### config.mk
export PLATFORM = sky130hd
export DESIGN_NAME = hdbp_port
export DESIGN_NICKNAME = d
export VERILOG_FILES = /design/src/hdl/hdbp_pkg.sv /design/src/hdl/hdbp_fifo.sv /design/src/hdl/hdbp_port.sv
export SDC_FILE = /design/constraint.sdc
export NUM_CORES = 1
export LEC_CHECK = 0
export ABC_AREA = 0
export BUFFER_PORTS_ARGS = -buffer_cell sky130_fd_sc_hd__buf_2
export CORE_AREA = 4 4 180 182
export CTS_CLUSTER_DIAMETER = 50
export DETAILED_ROUTE_END_ITERATION = 8
export DIE_AREA = 0 0 184 186
export SLEW_MARGIN = 20
export SYNTH_ARGS = -nofsm -noshare
export SYNTH_HDL_FRONTEND = slang
export SYNTH_SLANG_ARGS = --single-unit
export TNS_END_PERCENT = 10
### constraint.sdc
create_clock -name i_clk -period 5.1 [get_ports i_clk]
set_clock_uncertainty 0.1 [all_clocks]
set_input_delay 0.765 -clock i_clk [delete_from_list [all_inputs] [get_ports i_clk]]
set_output_delay 0.765 -clock i_clk [all_outputs]
set_load 0.005 [all_outputs]
### src/hdl/hdbp_pkg.sv
package hdbp_pkg;

   localparam int HDBP_ADDR_W   = 8;
   localparam int HDBP_DATA_W   = 8;
   localparam int HDBP_FIFO_D   = 16;

   // Pin levels of the bus style select strap.
   localparam logic HDBP_STYLE_DS = 1'b1;
   localparam logic HDBP_STYLE_RW = 1'b0;

   // Direction line levels for a normal-mode DMA transfer.
   localparam logic HDBP_DIR_WRITE = 1'b0;
   localparam logic HDBP_DIR_READ  = 1'b1;

   localparam logic [HDBP_DATA_W-1:0] HDBP_DATA_RST = 8'h00;
   localparam logic [HDBP_ADDR_W-1:0] HDBP_ADDR_RST = 8'h00;

   typedef enum logic
   {
      HDBP_ACC_READ,
      HDBP_ACC_WRITE
   } hdbp_dir_t;

   // One completed register write or register read request.
   typedef struct packed
   {
      logic                   write;
      logic [HDBP_ADDR_W-1:0] addr;
      logic [HDBP_DATA_W-1:0] data;
   } hdbp_reg_req_t;

endpackage : hdbp_pkg

### src/hdl/hdbp_fifo.sv
`timescale 1ns/1ps
module hdbp_fifo
   import hdbp_pkg::*;
#(
   parameter int WIDTH = 8,
   parameter int DEPTH = 16
)
(
   input  wire logic             i_clk,
   input  wire logic             i_sys_rst,
   input  wire logic             i_in_valid,
   output logic                  o_in_ready,
   input  wire logic [WIDTH-1:0] i_in_data,
   output logic                  o_out_valid,
   input  wire logic             i_out_ready,
   output logic      [WIDTH-1:0] o_out_data
);

   localparam int AW = $clog2(DEPTH);

   logic [WIDTH-1:0] mem_q [DEPTH];
   logic [AW-1:0]    wr_q;
   logic [AW-1:0]    rd_q;
   logic [AW:0]      cnt_q;
   logic             push;
   logic             pop;

   assign o_in_ready  = (cnt_q != (AW+1)'(DEPTH));
   assign o_out_valid = (cnt_q != '0);
   assign push        = i_in_valid && o_in_ready;
   assign pop         = o_out_valid && i_out_ready;
   assign o_out_data  = mem_q[rd_q];

   always_ff @(posedge i_clk)
   begin
      if (push)
      begin
         mem_q[wr_q] <= i_in_data;
      end
   end

   always_ff @(posedge i_clk or posedge i_sys_rst)
   begin
      if (i_sys_rst)
      begin
         wr_q  <= '0;
         rd_q  <= '0;
         cnt_q <= '0;
      end
      else
      begin
         if (push)
         begin
            wr_q <= (wr_q == AW'(DEPTH-1)) ? '0 : wr_q + 1'b1;
         end
         if (pop)
         begin
            rd_q <= (rd_q == AW'(DEPTH-1)) ? '0 : rd_q + 1'b1;
         end
         cnt_q <= cnt_q + (AW+1)'(push) - (AW+1)'(pop);
      end
   end

endmodule : hdbp_fifo

### src/hdl/hdbp_port.sv
`timescale 1ns/1ps
// Behaviour
// - Register access needs address and low chip select; DMA cycles excepted.
// - Style pin high selects data strobe style, low separate strobes.
// - Style pin captured at reset release, held until next reset.
// - Data strobe style uses only separate address and data buses.
// - Separate strobe style muxing follows how host drives address latch.
// - Data strobe style: direction line picks read or write, strobe times.
// - Data strobe register access active only while strobe and chip select low.
// - Separate strobe DMA: which strobe is low picks read or write.
// - Normal DMA: write strobe is transmit write, read strobe receive read.
// - Fly-by DMA inverts strobe meaning versus normal DMA.
// - DMA acknowledge alone marks a DMA cycle; chip select not needed.
// - Normal or fly-by DMA is a control setting, independent of style pin.
// - Normal data strobe DMA: direction low writes, high reads; fly-by inverts.
module hdbp_port
   import hdbp_pkg::*;
#(
   parameter int FIFO_DEPTH = HDBP_FIFO_D
)
(
   input  wire logic                   i_clk,
   input  wire logic                   i_sys_rst,
   input  wire logic                   i_bus_style,
   input  wire logic                   i_fly_by,
   input  wire logic                   i_chip_select_n,
   input  wire logic                   i_data_strobe_n,
   input  wire logic                   i_read_write,
   input  wire logic                   i_read_n,
   input  wire logic                   i_write_n,
   input  wire logic                   i_addr_latch_en,
   input  wire logic                   i_dma_acknowledge_n,
   input  wire logic [HDBP_ADDR_W-1:0] i_addr,
   input  wire logic [HDBP_DATA_W-1:0] i_data,
   output logic      [HDBP_DATA_W-1:0] o_data,
   output logic                        o_data_oe,
   output logic                        o_dma_transmit_request,
   output logic                        o_dma_receive_request,
   input  wire logic                   i_tx_space,
   input  wire logic                   i_rx_avail,
   input  wire logic [HDBP_DATA_W-1:0] i_rx_data,
   output logic                        o_rx_taken,
   output logic                        o_tx_valid,
   input  wire logic                   i_tx_ready,
   output logic      [HDBP_DATA_W-1:0] o_tx_data,
   output logic                        o_reg_valid,
   output hdbp_reg_req_t               o_reg_req,
   input  wire logic [HDBP_DATA_W-1:0] i_reg_rdata,
   output logic                        o_style_ds
);

   // Control pins, strobes and buses are synchronised by two flip-flops.
   localparam int SN = 7;
   logic [SN-1:0]          s1_q;
   logic [SN-1:0]          s2_q;
   logic [HDBP_ADDR_W-1:0] a1_q;
   logic [HDBP_ADDR_W-1:0] a2_q;
   logic [HDBP_DATA_W-1:0] d1_q;
   logic [HDBP_DATA_W-1:0] d2_q;

   always_ff @(posedge i_clk or posedge i_sys_rst)
   begin
      if (i_sys_rst)
      begin
         s1_q <= 7'h7F;
         s2_q <= 7'h7F;
         a1_q <= HDBP_ADDR_RST;
         a2_q <= HDBP_ADDR_RST;
         d1_q <= HDBP_DATA_RST;
         d2_q <= HDBP_DATA_RST;
      end
      else
      begin
         s1_q <= {i_bus_style, i_chip_select_n, i_data_strobe_n,
                  i_read_write, i_read_n, i_write_n,
                  i_dma_acknowledge_n};
         s2_q <= s1_q;
         a1_q <= i_addr;
         a2_q <= a1_q;
         d1_q <= i_data;
         d2_q <= d1_q;
      end
   end

   logic style_pin;
   logic cs_n;
   logic ds_n;
   logic rw;
   logic rd_n;
   logic wr_n;
   logic dma_acknowledge_n_n;
   logic ale_q;
   logic ale1_q;

   assign {style_pin, cs_n, ds_n, rw, rd_n, wr_n, dma_acknowledge_n_n} = s2_q;

   always_ff @(posedge i_clk or posedge i_sys_rst)
   begin
      if (i_sys_rst)
      begin
         ale1_q <= 1'b1;
         ale_q  <= 1'b1;
      end
      else
      begin
         ale1_q <= i_addr_latch_en;
         ale_q  <= ale1_q;
      end
   end

   // The strap is taken once the synchroniser holds the pin, not its reset.
   logic       style_q;
   logic       strap_done_q;
   logic [1:0] strap_cnt_q;

   always_ff @(posedge i_clk or posedge i_sys_rst)
   begin
      if (i_sys_rst)
      begin
         style_q      <= HDBP_STYLE_DS;
         strap_done_q <= 1'b0;
         strap_cnt_q  <= 2'h0;
      end
      else if (!strap_done_q)
      begin
         if (strap_cnt_q == 2'h2)
         begin
            style_q      <= (style_pin == HDBP_STYLE_DS);
            strap_done_q <= 1'b1;
         end
         else
         begin
            strap_cnt_q <= strap_cnt_q + 2'h1;
         end
      end
   end

   // Address latch: with the latch enable held high the bus is transparent,
   // otherwise the address is captured from the shared bus while it is high.
   logic [HDBP_ADDR_W-1:0] lat_addr_q;

   always_ff @(posedge i_clk or posedge i_sys_rst)
   begin
      if (i_sys_rst)
      begin
         lat_addr_q <= HDBP_ADDR_RST;
      end
      else if (ale_q)
      begin
         lat_addr_q <= (style_q == HDBP_STYLE_RW) ? d2_q : a2_q;
      end
   end

   logic [HDBP_ADDR_W-1:0] acc_addr;
   logic                   demux;
   assign demux    = (style_q == HDBP_STYLE_DS) || ale_q;
   assign acc_addr = demux ? a2_q : lat_addr_q;

   // Cycle decode.
   logic dma_cyc;
   logic reg_act;
   logic act_rd;
   logic act_wr;
   logic dma_rd;
   logic dma_wr;

   always_comb
   begin
      dma_cyc = !dma_acknowledge_n_n;
      act_rd  = 1'b0;
      act_wr  = 1'b0;
      if (style_q == HDBP_STYLE_DS)
      begin
         act_rd = !ds_n && (rw == HDBP_DIR_READ);
         act_wr = !ds_n && (rw == HDBP_DIR_WRITE);
         if (dma_cyc && i_fly_by)
         begin
            act_rd = !ds_n && (rw == HDBP_DIR_WRITE);
            act_wr = !ds_n && (rw == HDBP_DIR_READ);
         end
      end
      else
      begin
         act_rd = !rd_n && wr_n;
         act_wr = !wr_n && rd_n;
         if (dma_cyc && i_fly_by)
         begin
            act_rd = !wr_n && rd_n;
            act_wr = !rd_n && wr_n;
         end
      end
      reg_act = !dma_cyc && !cs_n && (act_rd || act_wr);
      dma_rd  = dma_cyc && act_rd;
      dma_wr  = dma_cyc && act_wr;
   end

   // Each read is acted on once, at its start; a write is acted on at its end, seen on release.
   logic busy_q;
   logic pend_wr_q;
   logic any_act;
   assign any_act = reg_act || dma_rd || dma_wr;

   always_ff @(posedge i_clk or posedge i_sys_rst)
   begin
      if (i_sys_rst)
      begin
         busy_q    <= 1'b0;
         pend_wr_q <= 1'b0;
      end
      else
      begin
         busy_q    <= any_act;
         pend_wr_q <= any_act && act_wr;
      end
   end

   logic start;
   logic wr_end;
   assign start  = any_act && !busy_q;
   assign wr_end = pend_wr_q && !any_act;

   // Write data is kept while the strobe is low, since the host may release
   // the bus right as the strobe rises.
   logic wr_dma_q;
   logic [HDBP_ADDR_W-1:0] wr_addr_q;
   logic [HDBP_DATA_W-1:0] wr_data_q;

   always_ff @(posedge i_clk or posedge i_sys_rst)
   begin
      if (i_sys_rst)
      begin
         wr_dma_q  <= 1'b0;
         wr_addr_q <= HDBP_ADDR_RST;
         wr_data_q <= HDBP_DATA_RST;
      end
      else
      begin
         if (start)
         begin
            wr_dma_q  <= dma_wr;
            wr_addr_q <= acc_addr;
         end
         if (any_act && act_wr)
         begin
            wr_data_q <= d2_q;
         end
      end
   end

   // Transmit data from DMA writes passes the FIFO.
   logic fifo_in_ready;
   logic fifo_out_valid;
   logic [HDBP_DATA_W-1:0] fifo_out_data;
   logic                   tx_pop;

   // The output register is refilled whenever it is empty or being taken.
   assign tx_pop = fifo_out_valid && (!o_tx_valid || i_tx_ready);

   hdbp_fifo #(
      .WIDTH (HDBP_DATA_W),
      .DEPTH (FIFO_DEPTH)
   ) u_fifo (
      .i_clk       (i_clk),
      .i_sys_rst   (i_sys_rst),
      .i_in_valid  (wr_end && wr_dma_q),
      .o_in_ready  (fifo_in_ready),
      .i_in_data   (wr_data_q),
      .o_out_valid (fifo_out_valid),
      .i_out_ready (tx_pop),
      .o_out_data  (fifo_out_data)
   );

   always_ff @(posedge i_clk or posedge i_sys_rst)
   begin
      if (i_sys_rst)
      begin
         o_tx_valid             <= 1'b0;
         o_tx_data              <= HDBP_DATA_RST;
         o_dma_transmit_request <= 1'b0;
         o_dma_receive_request  <= 1'b0;
         o_style_ds             <= HDBP_STYLE_DS;
      end
      else
      begin
         o_tx_valid <= tx_pop || (o_tx_valid && !i_tx_ready);
         o_tx_data  <= tx_pop ? fifo_out_data : o_tx_data;
         // Requests drop as soon as a transfer starts, so one is served each.
         o_dma_transmit_request <= fifo_in_ready && i_tx_space && !dma_wr;
         o_dma_receive_request  <= i_rx_avail && !dma_rd;
         o_style_ds             <= style_q;
      end
   end

   always_ff @(posedge i_clk or posedge i_sys_rst)
   begin
      if (i_sys_rst)
      begin
         o_reg_valid <= 1'b0;
         o_reg_req   <= '0;
         o_rx_taken  <= 1'b0;
      end
      else
      begin
         o_reg_valid     <= (wr_end && !wr_dma_q) || (start && reg_act &&
                            act_rd);
         o_reg_req.write <= wr_end;
         o_reg_req.addr  <= wr_end ? wr_addr_q : acc_addr;
         o_reg_req.data  <= wr_data_q;
         o_rx_taken      <= start && dma_rd;
      end
   end

   // Read data drive.
   always_ff @(posedge i_clk or posedge i_sys_rst)
   begin
      if (i_sys_rst)
      begin
         o_data    <= HDBP_DATA_RST;
         o_data_oe <= 1'b0;
      end
      else
      begin
         o_data_oe <= (reg_act && act_rd) || dma_rd;
         o_data    <= dma_rd ? i_rx_data : i_reg_rdata;
      end
   end

   chk_oe_follows_read: assert property (@(posedge i_clk)
      disable iff (i_sys_rst)
      o_data_oe |-> $past(act_rd))
      else $error("data bus driven outside a read");

   chk_no_cs_no_reg: assert property (@(posedge i_clk)
      disable iff (i_sys_rst)
      (cs_n && dma_acknowledge_n_n) |=> !o_reg_valid && !o_data_oe)
      else $error("access without chip select");

   chk_style_held: assert property (@(posedge i_clk)
      disable iff (i_sys_rst)
      strap_done_q |=> $stable(style_q))
      else $error("bus style changed after reset");

   chk_flyby_ds_read: assert property (@(posedge i_clk)
      disable iff (i_sys_rst)
      (style_q && !dma_acknowledge_n_n && i_fly_by && !ds_n && !rw) |=> o_data_oe)
      else $error("fly-by read not driven");

   chk_normal_rw_wr: assert property (@(posedge i_clk)
      disable iff (i_sys_rst)
      (!style_q && !dma_acknowledge_n_n && !i_fly_by && !wr_n && rd_n) |=> !o_data_oe)
      else $error("normal DMA write drove the bus");

   chk_flyby_rw_rd: assert property (@(posedge i_clk)
      disable iff (i_sys_rst)
      (!style_q && !dma_acknowledge_n_n && i_fly_by && !wr_n && rd_n) |=> o_data_oe)
      else $error("fly-by DMA read not driven");

   chk_dma_no_reg: assert property (@(posedge i_clk)
      disable iff (i_sys_rst)
      (!dma_acknowledge_n_n && !busy_q) |=> !o_reg_valid)
      else $error("DMA cycle seen as register access");

   chk_ds_needs_cs: assert property (@(posedge i_clk)
      disable iff (i_sys_rst)
      (style_q && dma_acknowledge_n_n && (ds_n || cs_n)) |=> !o_data_oe)
      else $error("access active without strobe and select");

endmodule : hdbp_port

### Word-level counts from Yosys, hierarchy flattened

Memory sizes are Yosys's and may differ from the RTL's. A register that Yosys moved wholly into a read port is not among the register bits.
Index checks and enable logic that the tools add are counted.

* bits in registers: 124
* memory bits (writable): 128
* input port bits: 46
* output and inout port bits: 40
* memories kept: 1

Memory list
* u_fifo.mem_q: depth 16, width 8, rd ports 1, clocked after memory_dff 1, write ports 1, line hdbp_fifo.sv:21 `logic [WIDTH-1:0] mem_q [DEPTH];`

* add/subtract/negate cells: 5
* equality and inequality tests: 4
* mux-type cells: 16
* bitwise operators: 3
* reduce and logical (&&, ||, !) cells: 48

Operators by type and width (count)
* $mux W8: 4
* $logic_and A1 B1 Y1: 25
* $logic_not A1 Y1: 12
* $mux W1: 10
* $add A4 B1 Y4 const B: 2
* $eq A4 B4 Y1 const B: 2
* $logic_or A1 B1 Y1: 8
* $mux W4: 2
* $add A5 B1 Y5: 1
* $ne A5 B5 Y1 const B: 1
* $reduce_bool A5 Y1: 1
* $sub A5 B1 Y5: 1
* $reduce_and A2 Y1: 2
* $not A1 Y1: 3
* $add A2 B1 Y2 const B: 1
* $eq A2 B2 Y1 const B: 1

### Depth between registers and ports, before layout

Gate-level depths: netlist of the first run.

* depth after elaboration: 14
* mapped depth: 16
* gate-level depth less buffers: 15

### By module

Synthesis of the first run repeated with hierarchy kept, for this count alone.

* cells, all modules: 553
* area, all modules: 9831.9 µm²

Modules (own cells, without submodules)
* hdbp_fifo: instances 1, cells an instance 290, area an instance 5696.7 µm², seq. area each 4169.0 µm²
* hdbp_port: instances 1, cells an instance 263, area an instance 4135.2 µm², seq. area each 3000.4 µm²

### Worst setup path before layout of the first run

No wires, ideal clock.

* path type: register -> register
* start: register u_fifo.cnt_q[3]
* end: register u_fifo.cnt_q[4]
* library setup time: 0.125 ns
* arrival time: 2.475 ns
* required time: 4.875 ns
* slack: 2.400 ns
* stages on the path, launching flop included: 17
* buffers on the path: 1
* cells stage by stage: dfrtp_1 > inv_1 > ha_1 > nor4b_1 > a21o_1 > buf_4 > inv_1 > ha_1 > inv_1 > ha_1 > inv_1 > fa_1 > inv_1 > a21oi_1 > nor2_1 > nor2_1 > xnor2_1

* cells in the longest elaborated chain, start to end: 4
* elaborated cells between the ends (all ways): 7
* classes of those cells: add/sub: 2; eq/ne: 1; reduce/logical: 4

Ends and longest elaborated chain
* start, declared: line hdbp_fifo.sv:24 `logic [AW:0] cnt_q;`
* start signal, assigned: line hdbp_fifo.sv:60 `cnt_q <= cnt_q + (AW+1)'(push) - (AW+1)'(pop);`
* $reduce_bool A5 Y1: line hdbp_fifo.sv:29 `assign o_out_valid = (cnt_q != '0);`
* $logic_and A1 B1 Y1: line hdbp_port.sv:257 `assign tx_pop = fifo_out_valid && (!o_tx_valid || i_tx_ready);`
* via tx_pop: line hdbp_port.sv:254 `logic tx_pop;`
* $logic_and A1 B1 Y1: line hdbp_fifo.sv:31 `assign pop = o_out_valid && i_out_ready;`
* $sub A5 B1 Y5: line hdbp_fifo.sv:60

The timed path passes the listed nets, and every way through them passes these cells.
A chain may end at the register's enable or synchronous reset.

### Final worst setup path of the first run

Same ends and word-level chain as after synthesis.

==> flow_summary_export.csv, run 1 <==
group,metric,value,unit
status,status,"finished clean",
route,drtIter0Drc,282,
clock_network,cts.clk_slew.worst_paths,0.06,ns
layout,areaGrowthSynthToFinish,18.4,%
clock_network,htreeDepth,1,
critical_path,worstPathRequired,5.41,ns
critical_path,crit_family,"adder cells",
floorplanning,die_h,186,um
synthesis,synth_area,9730,um^2
global_routing,grt-ovfl-total,0,
timing,hold_viol_final,0,
critical_path,cp_common_cell,"inv_1",
clock_network,cts_made_buffers,28,
timing,setup_viol,0,
global_routing,grt_pass1_vias,5134,
timing,setup_tns,0,ns
clock_network,hold_buffers,0,
critical_path,cp_data_arrival_time,3.61,ns
placement,port-buffer-count,85,
route,vias_per_cell,4.55,
synthesis,synth_edf_count,128,
route,routed_wl,18100,um
power_and_ir_drop,p_leak,4.52,nW
timing,period_needed,3.30,ns
global_routing,grt_max_degree,93,
critical_path,cpMaxStageDelayCell,"a21o_1",
global_routing,grtUsageTotal,10.8,%
route,vias,4846,
critical_path,cp-start-kind,"flop",
power_and_ir_drop,cellPowerDensity,505,nW/um^2
critical_path,slowest_delay,0.58,ns
route,route.detailed.drc,0,
clock_network,ctsLongestPathBuffers,3,
synthesis,syn_nets,613,
layout,mostFrequentLayoutCell,"edfxtp_1",
layout,final_cell_mix,"128 x edfxtp_1, 112 x dfrtp_1, 85 x buf_2, 29 x clkbuf_16",
synthesis,synth_cell_types,47,
layout,antenna_cells,0,
hold_path,hp-class,"in -> reg",
global_routing,grt_first_pass_wirelength,29300,um
layout,num-nets-final,707,
synthesis,synth_seq_cells,260,
critical_path,cp_max_fo,22,
route,avgRoutedWirePerCell,17.0,um
floorplanning,dieArea,34200,um^2
floorplanning,initial_core_util,31.8,%
clock_network,cts_setup_buffers,0,
timing,tightest_slew,0.925,ns
power_and_ir_drop,ir_worst_vdd,0.000437,V
clock_network,cts_sinks,260,
synthesis,ys_warn_count,0,
floorplanning,rows,64,
floorplanning,core,30600,um^2
critical_path,cp-end-kind,"flop",
global_routing,antenna_found_initial,1,
synthesis,ys_seq_area_share,73.7,%
timing,rsz0062_at_grt,"false",
clock_network,clk_latency,0.52,ns
layout,final_layout_size_suffix_gt1_share,31.9,%
clock_network,ctsResizeCount,0,
timing,timing.final.crit_share,64.7,%
synthesis,yosys-top-cells-area,"edfxtp_1 39%, dfrtp_1 29%, mux4_2 6.0%, dfstp_2 4.9%, mux2_2 3.0%",
critical_path,worstSetupPathType,"reg -> reg",
synthesis,synthFlopType,"edfxtp_1",
floorplanning,die_x,184,um
synthesis,syn_avg_cell_area,17.6,um^2
timing,relSlewSlack,38.3,%
synthesis,synth_top_area_share,39.5,%
clock_network,clockRootBuffer,"clkbuf_16",
synthesis,async_reset_ff_share,50.8,%
synthesis,syn-instance-count,554,
placement,gp_congestion,0.758,
critical_path,path_cells,"inv_1 > ha_1 > nor4b_1 > a21o_1 > inv_1 > ha_1 > inv_1 > ha_1 > inv_1 > fa_1 > inv_1 > a21oi_1 > nor2_1 > nor2_1 > xnor2_1",
clock_network,cts_tree,"done",
placement,hpwlAfterDp,11800,um
timing,slew_violations,0,
synthesis,yosys.area.top_type,"edfxtp_1",
timing,hold_ws,0.237,ns
critical_path,crit_buf_inv,5,
floorplanning,ios,86,
run,cap_violations,0,
route,drt_first_pass_iters,4,
route,drt.antenna.violating_nets,0,
timing,max_freq,303,MHz
## final timing paths
check / startpoint / end / slack, ns / cells after the start
worst max-delay path: u_fifo.cnt_q[3] / u_fifo.cnt_q[4] / 1.80 / 15
worst min-delay path: i_addr_latch_en / ale1_q / 0.24 / 1
worst max register to register: u_fifo.cnt_q[3] / u_fifo.cnt_q[4] / 1.80 / 15
worst min register to register: a1_q[4] / a2_q[4] / 0.25 / 0
max in group asynchronous: i_sys_rst / o_reg_req[6] / 3.55 / 3
min in group asynchronous: i_sys_rst / strap_cnt_q[0] / 0.31 / 2
## registers in the layout (all words and copies together), names as in the netlist, 7 cells and up
| register | cells |
|---|---|
| a1_q | 8 |
| a2_q | 8 |
| d1_q | 8 |
| d2_q | 8 |
| lat_addr_q | 8 |
| o_data | 8 |
| o_reg_req | 17 |
| o_tx_data | 8 |
| s1_q | 7 |
| s2_q | 7 |
| u_fifo.mem_q | 128 |
| wr_addr_q | 8 |
| wr_data_q | 8 |
## synthesized netlist by cell type (2+ instances only)
library cell / count
a21o_1: 6
a21oi_1: 11
a221o_1: 8
and2_1: 11
and3_1: 5
buf_1: 2
buf_2: 5
buf_4: 4
clkbuf_1: 10
dfrtp_1: 114
dfstp_2: 18
edfxtp_1: 128
ha_1: 12
inv_1: 21
inv_2: 2
mux2_2: 26
mux2i_1: 25
mux4_1: 6
mux4_2: 26
nand2_1: 26
nand3_1: 5
nor2_1: 15
nor2b_1: 5
nor3_1: 9
nor3b_1: 2
o21ai_0: 22
o31ai_1: 2
or2_2: 2
xnor2_1: 7
xor2_1: 2
## logic make-up after synthesis
logic type,after synthesis,share of synthesized area [%]
flops,260,73.7
simple gates,84,4.29
mux,83,13.2
compound gates,59,4.05
buf+inv,46,2.24
fa+ha+maj,13,1.75
xor+xnor,9,0.810
## final cells by class
type | count | area (um^2)
Clock buffer | 35 | 778
Clock inverter | 17 | 199
Fill cell | 2846 | 19100
Inverter | 23 | 91.3
Multi-Input combinational cell | 248 | 2350
Sequential cell | 260 | 7170
Tap cell | 396 | 495
Timing Repair Buffer | 87 | 440
## where the power goes
group          internal [W]  total, W  switching (W)
clock network       0.00129   0.00208       0.000794
registers           0.00246   0.00278       0.000317
logic              0.000530  0.000957       0.000428
## per-stage QoR
| stage | power [W] | std cells | setup slack, ns | util (%) | cell area (um^2) |
|---|---|---|---|---|---|
| floorplan | 0.00345 | 554 | 0.739 | - | 9730 |
| global placement | 0.00380 | 1014 | 1.89 | 34.5 | 10500 |
| detailed placement | 0.00381 | 1014 | 1.78 | 34.5 | 10500 |
| CTS | 0.00592 | 1066 | 1.77 | 37.7 | 11500 |
| global route | 0.00613 | 1066 | 1.52 | 37.7 | 11500 |
| finish | 0.00582 | 1066 | 1.80 | 37.7 | 11500 |
## routing by layer
metal | vias to the layer above | wire [um] | GRT usage, %
met3 | 32 | 1310 | 2.97
met4 | 2 | 354 | 2.48
li1 | 2260 | - | -
met5 | - | 7 | 0
met1 | 2412 | 8100 | 15.6
met2 | 140 | 8310 | 16.5
Power figures use the tool's default switching activity.
==> run 2, diff against run 1 <==
==> constraint.sdc (replaced) <==
create_clock -name i_clk -period 3.4 [get_ports i_clk]
set_clock_uncertainty 0.1 [all_clocks]
set_input_delay 0.51 -clock i_clk [delete_from_list [all_inputs] [get_ports i_clk]]
set_output_delay 0.51 -clock i_clk [all_outputs]
set_load 0.005 [all_outputs]
==> run 2 against run 1 <==
Final cell count up 2.9%. Sequential cell count did not move. Register-to-register slack got worse by 1.2 ns. Fmax is 16% higher. Wire length grew 4.7%. Die area is the same. Combinational power grew 69%. Global-route usage up 0.32 points. Setup slack got worse by 1.2 ns. Non-clock buffer count rose by 31. Core utilization up 0.92 points.
==> flow_summary_export.csv, run 2 (synthesis results as in run 1) <==
group,metric,value,unit
placement,gp_congestion,0.786,
global_routing,grt_pass1_vias,5280,
timing,setup_ws,0.567,ns
layout,areaGrowthSynthToFinish,21.3,%
timing,rsz0062_at_grt,"false",
layout,mostFrequentLayoutCell,"edfxtp_1",
clock_network,ctsLongestPathBuffers,3,
critical_path,cp-start-kind,"flop",
clock_network,clk_latency,0.55,ns
floorplanning,ios,86,
clock_network,cts_made_buffers,28,
clock_network,cts_tree,"done",
placement,pre_cts_slack,0.575,ns
placement,hpwlAfterDp,12800,um
route,routed_wl,18900,um
timing,tightest_slew,0.961,ns
power_and_ir_drop,p_int,0.00628,W
route,vias_per_cell,4.52,
layout,finalNonFillerCells,1097,
clock_network,cts.clk_slew.worst_paths,0.06,ns
critical_path,worstPathRequired,3.73,ns
status,status,"finished clean",
route,route.detailed.drc,0,
power_and_ir_drop,pwr-share-comb,18.7,%
timing,period_needed,2.83,ns
power_and_ir_drop,p_total,0.00865,W
critical_path,cp-end-kind,"flop",
timing,max_freq,353,MHz
global_routing,grt_max_degree,40,
route,vias,4959,
floorplanning,rows,64,
global_routing,grt-ovfl-total,0,
clock_network,cts_setup_buffers,0,
run,cap_violations,0,
layout,largest_register_ffs,128,
timing,setup_viol,0,
layout,regMostFlops,"u_fifo.mem_q",
floorplanning,die_x,184,um
global_routing,antenna_found_initial,1,
route,met2_wirelength,8720,um
placement,port-buffer-count,85,
power_and_ir_drop,p_switching,0.00237,W
route,drt_first_pass_iters,4,
power_and_ir_drop,p_leak,4.63,nW
power_and_ir_drop,swShare,27.4,%
layout,final_layout_size_suffix_gt1_share,30.5,%
route,drtIter0Drc,346,
timing,relSlewSlack,35.9,%
timing,slew_violations,0,
clock_network,htreeDepth,1,
layout,final_cell_mix,"128 x edfxtp_1, 113 x dfrtp_1, 85 x buf_2, 29 x clkbuf_16",
critical_path,cp_data_arrival_time,3.16,ns
floorplanning,dieArea,34200,um^2
power_and_ir_drop,cellPowerDensity,732,nW/um^2
floorplanning,initial_core_util,31.8,%
clock_network,clockRootBuffer,"clkbuf_16",
floorplanning,die_h,186,um
timing,hold_viol_final,0,
power_and_ir_drop,pwr-share-clk,34.2,%
route,drt.antenna.violating_nets,0,
placement,dp.cells,1021,
floorplanning,core,30600,um^2
timing,setup_tns,0,ns
critical_path,cp_max_fo,18,
layout,num-nets-final,738,
hold_path,hp-class,"in -> async",
power_and_ir_drop,seq_power_share,47.1,%
route,avgRoutedWirePerCell,17.3,um
timing,timing.final.crit_share,83.3,%
route,wl_met3,1490,um
critical_path,worstSetupPathType,"reg -> reg",
layout,reg_top3,"u_fifo.mem_q: 128 flops, o_reg_req: 17 flops",
layout,antenna_cells,0,
global_routing,grtUsageTotal,11.2,%
route,routed.top_layer,"met5",
power_and_ir_drop,ir_worst_vdd,0.000502,V
global_routing,grt_first_pass_wirelength,29900,um
clock_network,ctsResizeCount,0,
route,wl_met1,8310,um
clock_network,cts_sinks,260,
run 2: cell count changes in the layout (fill, tap and decap cells not counted), sizes merged:
cell,delta
bufinv,-3
clkbuf,+5
dlygate4sd3,+24
clkinv,+1
buf,+7
inv,-3
run 2: through the flow:
| step | instance area [um^2] | hold slack [ns] | utilization, % |
|---|---|---|---|
| 4_1_cts | 11800 | 0.0124 | 38.6 |
| 5_1_grt | 11800 | 0.0510 | 38.6 |
| 3_3_place_gp | 10600 | 0.235 | 34.8 |
| 2_1_floorplan | 9740 | 0.231 | - |
| 3_5_place_dp | 10600 | 0.236 | 34.8 |
| 6_report | 11800 | 0.00528 | 38.6 |
run 2: area by class of cell:
cell class / instances / area, um^2
fillers: 2823 / 18800
well taps: 396 / 495
repair buffers: 118 / 771
clock inverters: 12 / 131
flip-flops and latches: 260 / 7170
multi-input cells: 248 / 2350
clock buffers: 40 / 801
inverters: 23 / 90.1
run 2: per-layer routing:
| metal | up-vias | global-route usage [%] |
|---|---|---|
| li1 | 2311 | - |
| met5 | - | 0 |
| met2 | 160 | 17.6 |
| met1 | 2448 | 15.4 |
| met4 | 2 | 2.69 |
| met3 | 38 | 3.30 |
run 2: path summary, 6_finish.rpt:
| kind | start | end | slack (ns) | cells after the start |
|---|---|---|---|---|
| setup / recovery | s2_q[0] | u_fifo.cnt_q[4] | 0.57 | 14 |
| hold / removal | i_sys_rst | o_data[5] | 0.005 | 2 |
| setup reg to reg | s2_q[0] | u_fifo.cnt_q[4] | 0.57 | 14 |
| hold reg to reg | a1_q[6] | a2_q[6] | 0.25 | 0 |
| max in group asynchronous | i_sys_rst | a2_q[1] | 2.45 | 3 |
| min in group i_clk | i_tx_ready | o_tx_valid | 0.06 | 2 |
run 2: critical path, stage by stage (launching register included):
cell and delay, ns:
dfstp_2 0.60, a22o_1 0.16, a21o_1 0.11, nand2_1 0.08, inv_2 0.21, nand3_1 0.25
inv_2 0.18, ha_1 0.19, inv_1 0.05, fa_1 0.40, inv_1 0.07, a21oi_1 0.05
nor2_1 0.08, nor2_1 0.06, xnor2_1 0.12
run 2: timing repair:
item                                   CTS  global route
hold buffers                            24             0
endpoints found under the hold margin   24             0
setup endpoints to repair                0             0
run 2: power groups by stage:
stage | logic [W] | clock network, W | registers, W
after global routing | 0.00180 | 0.00318 | 0.00413
final | 0.00162 | 0.00296 | 0.00407
after CTS | 0.00165 | 0.00303 | 0.00409
after detailed placement | 0.00162 | 0 | 0.00415
after global placement | 0.00161 | 0 | 0.00414
after floorplan | 0.00123 | 0 | 0.00394
